==> config.mk <==
export PLATFORM = sky130hd
export DESIGN_NAME = timer_channel_control
export DESIGN_NICKNAME = d
export VERILOG_FILES = /design/src/verilog/timer_ctrl_pkg.sv /design/src/verilog/timer_channel_unit.sv /design/src/verilog/timer_channel_control.sv
export SDC_FILE = /design/constraint.sdc
export NUM_CORES = 1
export LEC_CHECK = 0
export BUFFER_PORTS_ARGS = -buffer_cell sky130_fd_sc_hd__buf_4
export CORE_ASPECT_RATIO = 0.7
export CORE_MARGIN = 2
export CORE_UTILIZATION = 57
export DETAILED_ROUTE_END_ITERATION = 10
export PLACE_DENSITY = 0.85
export SYNTH_ARGS = -nofsm -noshare
export SYNTH_HDL_FRONTEND = slang
export SYNTH_SLANG_ARGS = --single-unit
==> constraint.sdc <==
create_clock -name CORE_CLK -period 3.8 [get_ports CORE_CLK]
set_input_delay 0.76 -clock CORE_CLK [delete_from_list [all_inputs] [get_ports CORE_CLK]]
set_output_delay 0.76 -clock CORE_CLK [all_outputs]
set_load 0.02 [all_outputs]
==> src/verilog/timer_ctrl_pkg.sv <==
// Constants and carriers for the timer control
package timer_ctrl_pkg;

    localparam int NUM_CH = 5;
    localparam int CNT_W = 16;
    localparam int EXT_W = 4;
    localparam int CH_W = 3;
    localparam int ADDR_W = CH_W + 1;
    localparam int DIV_W = 3;

    // Special channels
    localparam int PHASE_CH = 2;
    localparam int PWM_CH_FIRST = 3;

    // Register byte layout
    localparam logic [7:0] COUNTER_CTRL_RESET = 8'h80;
    localparam logic [7:0] PIN_CTRL_RESET = 8'h88;
    localparam logic [7:0] COUNTER_CTRL_RSVD = 8'h80;
    localparam logic [7:0] PIN_CTRL_RSVD = 8'h88;
    localparam int CC_FIELD_HI = 6;
    localparam int CC_FIELD_LO = 0;
    localparam int FN_B_HI = 6;
    localparam int FN_B_LO = 4;
    localparam int FN_A_HI = 2;
    localparam int FN_A_LO = 0;
    localparam logic [7:0] UNMAPPED_READ = 8'h00;

    // Register select bit within the byte address, and GR_SEL value for the first general register
    localparam logic REG_SEL_COUNTER = 1'b0;
    localparam logic REG_SEL_PIN = 1'b1;
    localparam logic GR_SEL_FIRST = 1'b0;

    // Counter clear sources
    localparam logic [1:0] CLR_NONE = 2'h0;
    localparam logic [1:0] CLR_ON_A = 2'h1;
    localparam logic [1:0] CLR_ON_B = 2'h2;
    localparam logic [1:0] CLR_SYNC = 2'h3;

    // Edge encoding shared by clock edge and capture edge fields
    localparam logic [1:0] EDGE_RISE = 2'h0;
    localparam logic [1:0] EDGE_FALL = 2'h1;

    // General register function codes; the top bit means capture
    localparam logic [2:0] FN_NONE = 3'h0;
    localparam logic [2:0] FN_DRIVE0 = 3'h1;
    localparam logic [2:0] FN_DRIVE1 = 3'h2;
    localparam logic [2:0] FN_TOGGLE = 3'h3;
    localparam int FN_CAPTURE_BIT = 2;

    localparam int PRE_EXT_BIT = 2;
    localparam logic [DIV_W-1:0] DIV_RESET = 3'h0;
    localparam logic [CNT_W-1:0] COUNT_RESET = 16'h0000;
    localparam logic [CNT_W-1:0] GR_RESET = 16'hffff;

    typedef struct packed {
        logic [1:0] clear_sel;
        logic [1:0] edge_sel;
        logic [2:0] prescale;
    } counter_ctrl_s;

    typedef struct packed {
        logic [2:0] fn_b;
        logic [2:0] fn_a;
    } pin_ctrl_s;

    typedef struct packed {
        logic rise;
        logic fall;
    } edge_s;

    function automatic logic edge_hit(logic [1:0] sel, edge_s e);
        if (sel[1]) begin
            return e.rise | e.fall;
        end else if (sel == EDGE_FALL) begin
            return e.fall;
        end
        return e.rise;
    endfunction

    function automatic logic [7:0] counter_ctrl_byte(counter_ctrl_s c);
        return COUNTER_CTRL_RSVD | {1'b0, c};
    endfunction

    function automatic logic [7:0] pin_ctrl_byte(pin_ctrl_s p);
        return PIN_CTRL_RSVD | {1'b0, p.fn_b, 1'b0, p.fn_a};
    endfunction

endpackage

==> src/verilog/timer_channel_unit.sv <==
// One timer channel: counter, two general registers, flags and pin drivers
`timescale 1ns/1ps
`default_nettype none

module timer_channel_unit #(
    parameter int CNT_W = 16,
    parameter bit TOGGLE_OK = 1'b1
) (
    input wire logic clk,
    input wire logic init,
    input wire logic tick,
    input wire logic count_down,
    input wire logic [1:0] clear_sel,
    input wire logic sync_clear,
    input wire logic [1:0][2:0] fn,
    input wire logic [1:0] cap,
    input wire logic [1:0] gr_wr,
    input wire logic [CNT_W-1:0] gr_wdata,
    input wire logic [1:0] flag_clr,
    output logic [CNT_W-1:0] count,
    output logic [1:0][CNT_W-1:0] gr,
    output logic [1:0] flag,
    output logic [1:0] pin_out,
    output logic [1:0] pin_oe,
    output logic own_clear
);

    logic [1:0] eq;
    logic [1:0] eq_d_r;
    logic [1:0] match;
    logic [1:0] event_hit;
    logic clear_now;

    // A match is the first cycle of equality, so a stalled counter
    // does not retoggle the pin every cycle
    always_comb begin
        for (int k = 0; k < 2; k++) begin
            eq[k] = !fn[k][timer_ctrl_pkg::FN_CAPTURE_BIT] &&
                (count == gr[k]);
            match[k] = eq[k] && !eq_d_r[k];
            event_hit[k] = match[k] | cap[k];
        end
        own_clear = ((clear_sel == timer_ctrl_pkg::CLR_ON_A) &&
            event_hit[0]) || ((clear_sel == timer_ctrl_pkg::CLR_ON_B) &&
            event_hit[1]);
        clear_now = own_clear ||
            ((clear_sel == timer_ctrl_pkg::CLR_SYNC) && sync_clear);
    end

    always_ff @(posedge clk) begin
        if (init) begin
            eq_d_r <= '0;
        end else begin
            eq_d_r <= eq;
        end
    end

    always_ff @(posedge clk) begin
        if (init) begin
            count <= timer_ctrl_pkg::COUNT_RESET;
        end else if (clear_now) begin
            count <= timer_ctrl_pkg::COUNT_RESET;
        end else if (tick && count_down) begin
            count <= count - CNT_W'(1);
        end else if (tick) begin
            count <= count + CNT_W'(1);
        end
    end

    // Capture beats a same-cycle write
    always_ff @(posedge clk) begin
        for (int k = 0; k < 2; k++) begin
            if (init) begin
                gr[k] <= CNT_W'(timer_ctrl_pkg::GR_RESET);
            end else if (cap[k]) begin
                gr[k] <= count;
            end else if (gr_wr[k]) begin
                gr[k] <= gr_wdata;
            end
        end
    end

    // Set beats clear when both arrive together
    always_ff @(posedge clk) begin
        if (init) begin
            flag <= '0;
        end else begin
            flag <= (flag & ~flag_clr) | event_hit;
        end
    end

    always_ff @(posedge clk) begin
        for (int k = 0; k < 2; k++) begin
            if (init) begin
                pin_out[k] <= 1'b0;
                pin_oe[k] <= 1'b0;
            end else begin
                pin_oe[k] <= !fn[k][timer_ctrl_pkg::FN_CAPTURE_BIT] &&
                    (fn[k] != timer_ctrl_pkg::FN_NONE);
                if (match[k]) begin
                    case (fn[k])
                        timer_ctrl_pkg::FN_DRIVE0: pin_out[k] <= 1'b0;
                        timer_ctrl_pkg::FN_DRIVE1: pin_out[k] <= 1'b1;
                        timer_ctrl_pkg::FN_TOGGLE: begin
                            pin_out[k] <= TOGGLE_OK ? !pin_out[k]
                                : 1'b1;
                        end
                        default: pin_out[k] <= pin_out[k];
                    endcase
                end
            end
        end
    end

endmodule // timer_channel_unit

`default_nettype wire

==> src/verilog/timer_channel_control.sv <==
// Five-channel timer control registers and routing
`timescale 1ns/1ps
`default_nettype none

// What this block does
// - Five channels, two read-write byte control registers
// - Counter control resets to 0x80 on reset/standby
// - Reserved bits ignore writes, read as one
// - Clear field picks none, A, B, sync
// - Clear event is match or capture, per function
// - Sync clear follows other synchronized channels
// - Edge field: rising, falling, or both edges
// - Prescale picks clock/1,2,4,8 or external A-D
// - Internal counts falling edges; external per edge field
// - Channel 2 phase counting overrides clock fields
// - Pin control resets to 0x88 on reset/standby
// - Field B: compare output actions or capture edges
// - Field A: same encoding for register A
// - Compare pin stays 0 until first match
// - Channel 2 toggle setting drives 1 instead
// - Channels 3,4 pin settings ignored in PWM
// - Compare match sets the matching flag
// - Capture latches counter and sets flag together
module timer_channel_control #(
    parameter int NUM_CH = timer_ctrl_pkg::NUM_CH,
    parameter int CNT_W = timer_ctrl_pkg::CNT_W
) (
    input wire logic CORE_CLK,
    input wire logic SRST,
    input wire logic STANDBY,
    input wire logic [timer_ctrl_pkg::ADDR_W-1:0] REG_ADDR,
    input wire logic REG_WR,
    input wire logic [7:0] REG_WDATA,
    output logic [7:0] REG_RDATA,
    input wire logic GR_WR,
    input wire logic [timer_ctrl_pkg::CH_W-1:0] GR_CH,
    input wire logic GR_SEL,
    input wire logic [CNT_W-1:0] GR_WDATA,
    input wire logic [NUM_CH-1:0] FLAG_CLR_A,
    input wire logic [NUM_CH-1:0] FLAG_CLR_B,
    input wire logic [NUM_CH-1:0] SYNC_SELECT,
    input wire logic PHASE_COUNT_MODE,
    input wire logic PHASE_STEP,
    input wire logic PHASE_DOWN,
    input wire logic PWM_PAIR_MODE,
    input wire logic [timer_ctrl_pkg::EXT_W-1:0] EXT_CLOCK_IN,
    input wire logic [NUM_CH-1:0] CHANNEL_PIN_A_IN,
    input wire logic [NUM_CH-1:0] CHANNEL_PIN_B_IN,
    output logic [NUM_CH-1:0] CHANNEL_PIN_A_OUT,
    output logic [NUM_CH-1:0] CHANNEL_PIN_A_OE,
    output logic [NUM_CH-1:0] CHANNEL_PIN_B_OUT,
    output logic [NUM_CH-1:0] CHANNEL_PIN_B_OE,
    output logic [NUM_CH-1:0][CNT_W-1:0] TIMER_COUNT,
    output logic [NUM_CH-1:0][CNT_W-1:0] GENERAL_REGISTER_FIRST,
    output logic [NUM_CH-1:0][CNT_W-1:0] GENERAL_REGISTER_SECOND,
    output logic [NUM_CH-1:0] EVENT_FLAG_A,
    output logic [NUM_CH-1:0] EVENT_FLAG_B
);

    localparam int EXT_W = timer_ctrl_pkg::EXT_W;
    localparam int CH_W = timer_ctrl_pkg::CH_W;
    localparam int DIV_W = timer_ctrl_pkg::DIV_W;
    localparam int PIN_W = 2 * NUM_CH;

    // Standby acts as reset
    logic init;
    assign init = SRST | STANDBY;

    timer_ctrl_pkg::counter_ctrl_s cc_r [NUM_CH];
    timer_ctrl_pkg::pin_ctrl_s pc_r [NUM_CH];

    logic [CH_W-1:0] reg_ch;
    logic reg_sel;
    logic reg_hit;
    assign reg_ch = REG_ADDR[timer_ctrl_pkg::ADDR_W-1:1];
    assign reg_sel = REG_ADDR[0];
    assign reg_hit = reg_ch < CH_W'(NUM_CH);

    // Register file: only the defined fields are stored, so writes to
    // reserved bits have nowhere to land
    always_ff @(posedge CORE_CLK) begin
        for (int c = 0; c < NUM_CH; c++) begin
            if (init) begin
                cc_r[c] <= timer_ctrl_pkg::counter_ctrl_s'(
                    timer_ctrl_pkg::COUNTER_CTRL_RESET[
                    timer_ctrl_pkg::CC_FIELD_HI:
                    timer_ctrl_pkg::CC_FIELD_LO]);
                pc_r[c] <= {timer_ctrl_pkg::PIN_CTRL_RESET[
                    timer_ctrl_pkg::FN_B_HI:timer_ctrl_pkg::FN_B_LO],
                    timer_ctrl_pkg::PIN_CTRL_RESET[
                    timer_ctrl_pkg::FN_A_HI:timer_ctrl_pkg::FN_A_LO]};
            end else if (REG_WR && reg_hit && (reg_ch == CH_W'(c))) begin
                if (reg_sel == timer_ctrl_pkg::REG_SEL_COUNTER) begin
                    cc_r[c] <= timer_ctrl_pkg::counter_ctrl_s'(
                        REG_WDATA[timer_ctrl_pkg::CC_FIELD_HI:
                        timer_ctrl_pkg::CC_FIELD_LO]);
                end else begin
                    pc_r[c] <= {REG_WDATA[timer_ctrl_pkg::FN_B_HI:
                        timer_ctrl_pkg::FN_B_LO],
                        REG_WDATA[timer_ctrl_pkg::FN_A_HI:
                        timer_ctrl_pkg::FN_A_LO]};
                end
            end
        end
    end

    // Read data follows last cycle's address
    always_ff @(posedge CORE_CLK) begin
        if (init) begin
            REG_RDATA <= timer_ctrl_pkg::UNMAPPED_READ;
        end else if (!reg_hit) begin
            REG_RDATA <= timer_ctrl_pkg::UNMAPPED_READ;
        end else if (reg_sel == timer_ctrl_pkg::REG_SEL_COUNTER) begin
            REG_RDATA <= timer_ctrl_pkg::counter_ctrl_byte(
                cc_r[reg_ch]);
        end else begin
            REG_RDATA <= timer_ctrl_pkg::pin_ctrl_byte(
                pc_r[reg_ch]);
        end
    end

    // Internal prescaler: a tick on the cycle the divided clock falls
    logic [DIV_W-1:0] div_r;
    logic [EXT_W-1:0] int_tick;

    always_ff @(posedge CORE_CLK) begin
        if (init) begin
            div_r <= timer_ctrl_pkg::DIV_RESET;
        end else begin
            div_r <= div_r + DIV_W'(1);
        end
    end

    always_comb begin
        int_tick[0] = 1'b1;
        for (int d = 1; d < EXT_W; d++) begin
            int_tick[d] = (div_r & DIV_W'((1 << d) - 1)) ==
                DIV_W'((1 << d) - 1);
        end
    end

    // Two sync flops, then a third for edge detection
    logic [EXT_W-1:0] ext_s1_r;
    logic [EXT_W-1:0] ext_s2_r;
    logic [EXT_W-1:0] ext_s3_r;
    logic [PIN_W-1:0] pin_s1_r;
    logic [PIN_W-1:0] pin_s2_r;
    logic [PIN_W-1:0] pin_s3_r;

    always_ff @(posedge CORE_CLK) begin
        if (init) begin
            ext_s1_r <= '0;
            ext_s2_r <= '0;
            ext_s3_r <= '0;
        end else begin
            ext_s1_r <= EXT_CLOCK_IN;
            ext_s2_r <= ext_s1_r;
            ext_s3_r <= ext_s2_r;
        end
    end

    always_ff @(posedge CORE_CLK) begin
        if (init) begin
            pin_s1_r <= '0;
            pin_s2_r <= '0;
            pin_s3_r <= '0;
        end else begin
            pin_s1_r <= {CHANNEL_PIN_B_IN, CHANNEL_PIN_A_IN};
            pin_s2_r <= pin_s1_r;
            pin_s3_r <= pin_s2_r;
        end
    end

    timer_ctrl_pkg::edge_s ext_edge [EXT_W];
    timer_ctrl_pkg::edge_s pin_edge [PIN_W];

    always_comb begin
        for (int e = 0; e < EXT_W; e++) begin
            ext_edge[e].rise = ext_s2_r[e] && !ext_s3_r[e];
            ext_edge[e].fall = !ext_s2_r[e] && ext_s3_r[e];
        end
        for (int p = 0; p < PIN_W; p++) begin
            pin_edge[p].rise = pin_s2_r[p] && !pin_s3_r[p];
            pin_edge[p].fall = !pin_s2_r[p] && pin_s3_r[p];
        end
    end

    // A synchronized channel's own clear drags sync-clear ones
    logic [NUM_CH-1:0] own_clear;
    logic [NUM_CH-1:0] sync_src;
    logic sync_clear;

    always_comb begin
        for (int c = 0; c < NUM_CH; c++) begin
            sync_src[c] = own_clear[c] && SYNC_SELECT[c];
        end
        sync_clear = |sync_src;
    end

    genvar i;
    generate
        for (i = 0; i < NUM_CH; i++) begin : g_ch
            localparam bit IS_PHASE = (i == timer_ctrl_pkg::PHASE_CH);
            localparam bit IS_PWM = (i >= timer_ctrl_pkg::PWM_CH_FIRST);
            logic tick;
            logic count_down;
            logic src_ext;
            logic [1:0] src_idx;
            logic pin_ignored;
            logic [1:0][2:0] fn;
            logic [1:0] cap;
            logic [1:0] gr_wr;

            always_comb begin
                src_ext = cc_r[i].prescale[timer_ctrl_pkg::PRE_EXT_BIT];
                src_idx = cc_r[i].prescale[1:0];
                if (IS_PHASE && PHASE_COUNT_MODE) begin
                    tick = PHASE_STEP;
                    count_down = PHASE_DOWN;
                end else if (src_ext) begin
                    tick = timer_ctrl_pkg::edge_hit(cc_r[i].edge_sel,
                        ext_edge[src_idx]);
                    count_down = 1'b0;
                end else begin
                    tick = int_tick[src_idx];
                    count_down = 1'b0;
                end
            end

            always_comb begin
                pin_ignored = IS_PWM && PWM_PAIR_MODE;
                fn[0] = pin_ignored ? timer_ctrl_pkg::FN_NONE
                    : pc_r[i].fn_a;
                fn[1] = pin_ignored ? timer_ctrl_pkg::FN_NONE
                    : pc_r[i].fn_b;
                cap[0] = fn[0][timer_ctrl_pkg::FN_CAPTURE_BIT] &&
                    timer_ctrl_pkg::edge_hit(fn[0][1:0], pin_edge[i]);
                cap[1] = fn[1][timer_ctrl_pkg::FN_CAPTURE_BIT] &&
                    timer_ctrl_pkg::edge_hit(fn[1][1:0],
                    pin_edge[i + NUM_CH]);
                gr_wr[0] = GR_WR && (GR_CH == CH_W'(i)) &&
                    (GR_SEL == timer_ctrl_pkg::GR_SEL_FIRST);
                gr_wr[1] = GR_WR && (GR_CH == CH_W'(i)) &&
                    (GR_SEL != timer_ctrl_pkg::GR_SEL_FIRST);
            end

            timer_channel_unit #(
                .CNT_W(CNT_W),
                .TOGGLE_OK(!IS_PHASE)
            ) u_unit (
                .clk(CORE_CLK),
                .init(init),
                .tick(tick),
                .count_down(count_down),
                .clear_sel(cc_r[i].clear_sel),
                .sync_clear(sync_clear && SYNC_SELECT[i]),
                .fn(fn),
                .cap(cap),
                .gr_wr(gr_wr),
                .gr_wdata(GR_WDATA),
                .flag_clr({FLAG_CLR_B[i], FLAG_CLR_A[i]}),
                .count(TIMER_COUNT[i]),
                .gr({GENERAL_REGISTER_SECOND[i],
                    GENERAL_REGISTER_FIRST[i]}),
                .flag({EVENT_FLAG_B[i], EVENT_FLAG_A[i]}),
                .pin_out({CHANNEL_PIN_B_OUT[i], CHANNEL_PIN_A_OUT[i]}),
                .pin_oe({CHANNEL_PIN_B_OE[i], CHANNEL_PIN_A_OE[i]}),
                .own_clear(own_clear[i])
            );
        end
    endgenerate

endmodule // timer_channel_control

`default_nettype wire

---- Word-level counts from Yosys, hierarchy flattened ----
Memories as Yosys holds them, arrays and structs flattened.
Index checks and enable logic that the tools add are counted.
word-level totals
  flip-flop bits (word level) ............. 333
  latch bits .............................. 0
  RAM bits ................................ 65
  ROM bits ................................ 0
  output and inout port bits .............. 278
  memories kept ........................... 2
memory list
  name  words  width  read ports  clocked after Yosys merged registers in  write ports  RTL line                     text
  cc_r  5      7      6           0                                        5            timer_channel_control.sv:69  timer_ctrl_pkg::counter_ctrl_s cc_r [NUM_CH];
  pc_r  5      6      6           0                                        5            timer_channel_control.sv:70  timer_ctrl_pkg::pin_ctrl_s pc_r [NUM_CH];
cells by class
  add/subtract/negate cells ............... 7
  $mul .................................... 0
  div/mod/pow operators ................... 0
  $lt $le $gt $ge ......................... 11
  equality and inequality tests ........... 80
  shifts and indexed selects .............. 0
  mux-type cells .......................... 194
  bitwise operators ....................... 58
  reduce and logical (&&, ||, !) cells .... 233
operator list
  kind                     number
  $mux W16                 22
  $eq A16 B16 Y1           10
  $mux W1                  127
  $logic_and A1 B1 Y1      115
  $add A16 B1 Y16 const B  5
  $eq A3 B2 Y1 const B     24
  $logic_not A1 Y1         56
  $reduce_bool A3 Y1       18
  $mux W7                  6
  $eq A2 B1 Y1 const B     20
  $eq A3 B1 Y1 const B     12
  $or A1 B1 Y1             36
  $mux W6                  5
  $reduce_bool A2 Y1       13
  $pmux W1 S3              8
  $eq A2 B2 Y1 const B     11
  $bmux W2 S2              5
  $mux W2                  10
  $reduce_and A2 Y1        10
  $reduce_or A2 Y1         8
  $sub A16 B1 Y16 const B  1
  $ge A3 B3 Y1 const B     5
  $lt A2 B3 Y1 const B     5
  $not A2 Y3               5
  13 further kinds         46

---- Longest topological paths before layout ----
Gate-level depths: netlist of run 1.
An unclocked memory read counts as a cell.
  word-level depth ........................ 16
  gate-level depth with buffers ........... 11

---- By module ----
From an unflattened synthesis of run 1, not the netlist that was laid out.
second synthesis, totals
  cell total of the unflattened synthesis .. 2451
  area, all modules ....................... 23541.3 sq um
modules (own cells, without submodules)
  module                                    times used  cells an instance  area each (sq um)
  timer_channel_unit at g_ch[1].u_unit ...  2           393                3619.7
  timer_channel_control                     1           503                5840.6
  timer_channel_unit at g_ch[2].u_unit      1           407                3554.7
  timer_channel_unit at g_ch[4].u_unit      1           395                3513.4
  timer_channel_unit at g_ch[0].u_unit      1           360                3393.3

---- Worst setup path before layout of run 1 ----
No wires, ideal clock.
  kind .................................... input to register
  from .................................... input PHASE_DOWN
  to ...................................... register g_ch[2].u_unit.count[15]
  setup time .............................. 0.070 ns
  arrival time ............................ 3.123 ns
  setup slack ............................. 0.607 ns
  cell stages on the path ................. 10
  path buffers ............................ 0
  cells stage by stage .................... and3_1 -> ha_1 -> nand3_1 -> o2111ai_1 -> or3b_1 -> a31oi_1 -> a31oi_1 -> xor2_1 -> or3_1 -> a21oi_1
on the way
  word-level cells in the longest chain between the ends .. 3
RTL lines
  element                                         RTL line                      text
  start, declared                                 timer_channel_control.sv:44   input wire logic PHASE_DOWN,
  $mux W1 (*)                                     timer_channel_control.sv:217  if (IS_PHASE && PHASE_COUNT_MODE) begin
  $logic_and A1 B1 Y1 (*)                         timer_channel_unit.sv:63      end else if (tick && count_down) begin
  $mux W16 or $reduce_bool A2 Y1 (tied branches)  --
  end signal, assigned                            timer_channel_unit.sv:62      count <= timer_ctrl_pkg::COUNT_RESET;
  end signal, assigned                            timer_channel_unit.sv:64      count <= count - CNT_W'(1);
  end signal, assigned                            timer_channel_unit.sv:66      count <= count + CNT_W'(1);
  end, declared                                   timer_channel_unit.sv:20      output logic [CNT_W-1:0] count,
Every way passes the cells marked *; elsewhere a longest branch is shown, timed or not.
A chain may end at the register's enable or synchronous reset.

---- Worst setup path after layout of run 1 ----
  from .................................... register g_ch[2].u_unit.count[0]
  to ...................................... register g_ch[3].u_unit.count[5]
on the way
  word-level cells in the longest chain between the ends .. 12
RTL lines
  element                                        RTL line                                            text
  start signal, assigned                         timer_channel_unit.sv:60                            count <= timer_ctrl_pkg::COUNT_RESET;
  start signal, assigned                         timer_channel_unit.sv:62
  start signal, assigned                         timer_channel_unit.sv:64
  $eq A16 B16 Y1                                 timer_channel_unit.sv:39                            (count == gr[k]);
  $logic_and A1 B1 Y1                            timer_channel_unit.sv:38                            eq[k] = !fn[k][timer_ctrl_pkg::FN_CAPTURE_BIT] &&
  $logic_and A1 B1 Y1                            timer_channel_unit.sv:40                            match[k] = eq[k] && !eq_d_r[k];
  $or A1 B1 Y1                                   timer_channel_unit.sv:41                            event_hit[k] = match[k] | cap[k];
  $logic_and A1 B1 Y1, on equally long branches  timer_channel_unit.sv:43, timer_channel_unit.sv:44
  $logic_or A1 B1 Y1 (*)                         timer_channel_unit.sv:44                            event_hit[0]) || ((clear_sel == timer_ctrl_pkg::CLR_ON_B) &&
  $logic_and A1 B1 Y1 (*)                        timer_channel_control.sv:195                        sync_src[c] = own_clear[c] && SYNC_SELECT[c];
  $reduce_or A5 Y1 (*)                           timer_channel_control.sv:197                        sync_clear = |sync_src;
  $logic_and A1 B1 Y1 (*)                        timer_channel_control.sv:256                        .sync_clear(sync_clear && SYNC_SELECT[i]),
  $logic_and A1 B1 Y1 (*)                        timer_channel_unit.sv:47                            ((clear_sel == timer_ctrl_pkg::CLR_SYNC) && sync_clear);
  $logic_or A1 B1 Y1 (*)                         timer_channel_unit.sv:46                            clear_now = own_clear ||
  $reduce_or A2 Y1 (no source line) (*)          --
  end signal, assigned                           timer_channel_unit.sv:60
  end signal, assigned                           timer_channel_unit.sv:62
  end signal, assigned                           timer_channel_unit.sv:64
  end, declared                                  timer_channel_unit.sv:20
Marks and branches as above.

==> results.tsv, run 1 <==
metric	value	unit
GRT Util Overall	37.8	%
Tot Pwr	9.44	mW
top cell type's share of synthesized area	32.6	%
CP max FO	16	
CTS tree	done	
Warnings, synthesis	0	
1st-iter DRT viols	2596	
die span in y	162	µm
PortBufs	346	
Rel. slew slack	17.5	%
Clock Sinks	398	
Post-Place Cell Area	23500	µm²
Post-synth EDFFs	65	
maxcap violations	0	
Chip Width	230	µm
Max Slew Vio Count	0	
post-cts sizing count	0	
final worst setup slack	0.490	ns
Layout Utilization	71.0	%
Root Driver	clkbuf_16	
vias in the first global route	18500	
RSZ-0062 raised after global routing	no	
skew final	0.0251	ns
first-pass GRT wire length	109	mm
FFs w/ async S/R, synth	0	%
residual DRC count	0	
cell with the most instances after synthesis	nand2_1	
Seq/Total Area, Yosys	42.2	%
achievable frequency	302	MHz
setup TNS	0	ns
Crit Path Category	reg -> reg	
TritonCTS Buffers	41	
Nets	2850	
CP Launch Type	flip-flop	
Max clock buf depth	3	
Crit path arrival time	3.70	ns
CTS hold repair buffers	0	
DP Worst Slack	0.275	ns
standard-cell rows	57	
final setup violation count	0	
Max VDD drop	343	µV
area leader, netlist	dfxtp_1	
Syn Nets	2566	
minimum clock period	3.31	ns
Critical Path End Type	flip-flop	
Final Cycle Share	87.1	%
top cells by area, synth	dfxtp_1 33%, nand2_1 9.9%, edfxtp_1 9.5%	
Mapped Avg Cell Area	8.33	µm²
GP Congestion	1.01	
WL per Instance	22.3	µm
fin area	24900	µm²
Most used DFF post-synth	dfxtp_1	
Post-synth top cells	537 x nand2_1, 333 x dfxtp_1, 197 x nand3_1	
register bit total from synthesis	398	
Initial Util	58.4	%
post-CTS setup buffers	0	
HP Class	in -> reg	
vias per inst	6.09	
Mapped Area	20400	µm²
largest net degree at the start of global routing	100	
Least-Margin Pin Slew	1.22	ns
DP Wirelength	52.1	mm
core outline area	35000	µm²
Pre-Repair DR Iteration Count	7	
Leak	10.4	nW
share of cells above drive strength 1	20.2	%
Layout area overhead	21.7	%
CP Data Required Time	4.19	ns
Via Count	19800	
Cells after Synth	2455	
fill cell count	2691	
Yosys cell types	69	
post-route ant nets	0	
H-tree levels	2	
Routed Wire Length	72.4	mm
PD cells	380	nW/µm²
clock latency at the later pin of the worst-skew pair	0.56	ns
status	complete, no violations	
final hold violation count	0	
Clock transition at path regs	0.06	ns
num ports	348	
initial antenna violation count	8	
die area	37400	µm²
global route overflow	0	
[flip-flops by register name, summed over array words and instances (netlist names), 4 cells and up]
register	flops
g_ch.u_unit.gr	160
g_ch.u_unit.count	80
cc_r	35
pc_r	30
g_ch.u_unit.eq_d_r	10
g_ch.u_unit.flag	10
g_ch.u_unit.pin_oe	10
g_ch.u_unit.pin_out	10
pin_s1_r	10
pin_s2_r	10
pin_s3_r	10
REG_RDATA	8
ext_s1_r	4
ext_s2_r	4
ext_s3_r	4
[cells in the final DEF (no fill, tap or decap), types with 9 or more instances in the layout]
| cell | instances |
|---|---|
| nand2_1 | 537 |
| buf_4 | 422 |
| dfxtp_1 | 333 |
| nand3_1 | 197 |
| o21ai_0 | 182 |
| nor2_1 | 141 |
| xnor2_1 | 121 |
| xor2_1 | 113 |
| and2_1 | 108 |
| edfxtp_1 | 65 |
| nor3_1 | 49 |
| clkbuf_16 | 46 |
| ha_1 | 40 |
| inv_1 | 34 |
| nor4_1 | 29 |
| nand2b_1 | 28 |
| and3_1 | 27 |
| nand4_1 | 26 |
| a21oi_1 | 26 |
| mux4_2 | 24 |
| mux2i_1 | 24 |
| nor2b_1 | 18 |
| or2_2 | 15 |
| clkbuf_1 | 15 |
| nand3b_1 | 14 |
| a31oi_1 | 10 |
| or3_1 | 9 |
| o211ai_2 | 9 |
[area by class of cell]
type | instances | area, µm² | share of cell area (%)
clock buffers | 69 | 1320 | 5.30
flip-flops and latches | 398 | 8620 | 34.7
well taps | 472 | 591 | 2.37
repair buffers | 423 | 3190 | 12.8
diodes | 8 | 20.0 | 0.0805
clock inverters | 5 | 28.8 | 0.116
multi-input cells | 1840 | 11000 | 44.1
inverters | 35 | 131 | 0.528
[power breakdown]
group	leakage, nW	switching [mW]	internal [mW]
logic	6.32	0.540	0.324
clock network	0.662	1.70	2.36
registers	3.41	0.132	4.38
total	10.4	2.38	7.07
[final timing paths]
kind                                        startpoint                                   end  cells after the start  slack, ns
setup / recovery  g_ch[2].u_unit.count[0]$_SDFFE_PP0P_  g_ch[3].u_unit.count[5]$_SDFFE_PP0P_                      8       0.49
hold / removal                     CHANNEL_PIN_A_IN[0]                pin_s1_r[0]$_SDFF_PP0_                      2       0.40
setup reg to reg  g_ch[2].u_unit.count[0]$_SDFFE_PP0P_  g_ch[3].u_unit.count[5]$_SDFFE_PP0P_                      8       0.49
hold reg to reg                 pin_s1_r[7]$_SDFF_PP0_                pin_s2_r[7]$_SDFF_PP0_                      1       0.43
[worst max-delay path: stages, from the launching register on]
cell and delay [ns]:
dfxtp_1 0.69, xor2_1 0.15, nor4_1 0.25, nand4_1 0.34, o31a_1 0.49, o221ai_2 0.34, nor3_1 0.17, o21ai_2 0.58
nor2_1 0.14
[logic make-up after synthesis]
logic type	synth area share [%]
flops	42.2
mux	4.43
buf+inv	4.22
simple gates	27.9
fa+ha+maj	2.55
compound gates	8.70
xor+xnor	10.0
[per-stage QoR]
step | cells | hold slack [ns]
after floorplan | 2455 | 0.406
after global placement | 3168 | 0.410
after global routing | 3248 | 0.407
after detailed placement | 3168 | 0.414
final | 3250 | 0.404
after CTS | 3242 | 0.390
[per-layer routing]
layer	vias up	global-route usage (%)	part of all wire [%]
met2	1392	56.5	43
met1	9344	50.1	38
met3	217	11.2	14
li1	8840	-	-
met4	0	18.7	4.8
met5	-	0	0
Power figures use the tool's default switching activity.
==> inputs of run 2 (changes only) <==
- CORE_UTILIZATION: 57 -> 25
- PLACE_DENSITY: 0.85 -> 0.46
- SKIP_LAST_GASP: default -> 1
==> run 2 against run 1 <==
Die area increased by 120%. Clock power is 13% higher. Combinational power up 2%. Critical path type unchanged.
==> results.tsv, run 2 (synthesis results as in run 1) <==
metric	value	unit
Post-Place Cell Area	24400	µm²
share of cells above drive strength 1	21.0	%
residual DRC count	0	
Root Driver	clkbuf_16	
maxcap violations	0	
1st-iter DRT viols	1566	
Critical Path End Type	flip-flop	
final hold violation count	0	
Initial Util	25.3	%
CP Launch Type	flip-flop	
HP Class	in -> reg	
Rel. slew slack	19.6	%
largest net degree at the start of global routing	130	
clock latency at the later pin of the worst-skew pair	0.59	ns
Clock power frac	46.0	%
Nets	2869	
core outline area	80800	µm²
Largest Register	g_ch.u_unit.gr	
Pre-Repair DR Iteration Count	5	
Final Non-Filler Cells	3866	
Clock transition at path regs	0.06	ns
Least-Margin Pin Slew	1.20	ns
standard-cell rows	87	
CP max FO	7	
H-tree levels	2	
RSZ-0062 raised after global routing	no	
Chip Width	346	µm
Via Count	18900	
register area	8620	µm²
CP Data Required Time	4.24	ns
WL per Instance	21.6	µm
achievable frequency	305	MHz
global route overflow	0	
Layout area overhead	26.6	%
Layout Utilization	32.0	%
Crit Path Category	reg -> reg	
status	complete, no violations	
Crit path arrival time	3.72	ns
fin area	25900	µm²
Max Slew Vio Count	0	
final worst setup slack	0.525	ns
Leak	10.6	nW
WHS	0.377	ns
skew final	0.0127	ns
Net Sw Power	2.62	mW
Max clock buf depth	3	
vias per inst	4.89	
initial antenna violation count	7	
GP Congestion	0.869	
area occupied by multi-input gates	11000	µm²
post-CTS setup buffers	0	
Final Cycle Share	86.2	%
Sw Ratio	26.2	%
final setup violation count	0	
die span in y	243	µm
max FFs per register	160	
biggest regs	g_ch.u_unit.gr x160, g_ch.u_unit.count x80, cc_r x35	
CTS tree	done	
Internal Pwr Total	7.38	mW
Sequential Power Share	45.1	%
num ports	348	
Routed Wire Length	83.7	mm
vias in the first global route	17900	
DP Wirelength	63.0	mm
die area	84100	µm²
GRT Util Overall	19.3	%
most frequent cells in the layout	537 x nand2_1, 436 x buf_4, 333 x dfxtp_1, 197 x nand3_1, 182 x o21ai_0	
first-pass GRT wire length	121	mm
post-route ant nets	0	
setup TNS	0	ns
Max VDD drop	326	µV
TritonCTS Buffers	46	
minimum clock period	3.28	ns
CTS hold repair buffers	0	
combinational power share	8.8	%
post-cts sizing count	0	
Tot Pwr	10.0	mW
PD cells	386	nW/µm²
commonest non-fill, non-tap cell in the layout	nand2_1	
DP Worst Slack	0.340	ns
Clock Sinks	398	
Placed Cells	3778	
PortBufs	346	
fill cell count	8553	
-- run 2: cell types whose count changed in the layout (fill, tap and decap cells not counted), sizes merged --
cell and delta:
inv +2, bufinv +3, diode -5, buf +14, clkinv +6
-- run 2: final timing paths --
| check | start | end | slack, ns | depth (start not counted) |
|---|---|---|---|---|
| worst max-delay path | div_r[0]$_SDFF_PP0_ | g_ch[1].u_unit.count[15]$_SDFFE_PP0P_ | 0.52 | 9 |
| worst min register to register | pin_s1_r[8]$_SDFF_PP0_ | pin_s2_r[8]$_SDFF_PP0_ | 0.42 | 1 |
| worst min-delay path | CHANNEL_PIN_A_IN[2] | pin_s1_r[2]$_SDFF_PP0_ | 0.38 | 2 |
| worst max register to register | div_r[0]$_SDFF_PP0_ | g_ch[1].u_unit.count[15]$_SDFFE_PP0P_ | 0.52 | 9 |
-- run 2: metal layers --
layer,up-vias,part of all wire (%),track usage (%)
met5,-,0.091,0
met4,12,2.1,4.71
met3,113,8.3,5.00
met2,711,42,28.8
met1,9173,47,27.5
li1,8893,-,-
-- run 2: layout make-up --
type,count,area share (%)
clock buffer,69,5.23
clock inverter,16,0.638
sequential,398,33.3
antenna,3,0.0290
inverter,35,0.508
timing repair buffer,437,12.7
tap,1068,5.16
multi-input combinational,1840,42.4
-- run 2: worst max-delay path: stages, from the launching register on --
cell and delay, ns:
dfxtp_1 0.52, ha_1 0.37, ha_1 0.35, mux2i_1 0.11
a221oi_1 0.30, a31oi_1 0.25, nand4b_1 0.55, nor4_1 0.46
xnor2_1 0.16, nor2_1 0.05
-- run 2: power by group through the flow --
stage	clock network (mW)	logic, mW	registers (mW)
floorplan	0	0.450	4.61
global placement	0	0.878	4.60
detailed placement	0	0.886	4.60
CTS	4.73	0.889	4.51
global route	4.91	0.959	4.52
finish	4.60	0.883	4.51
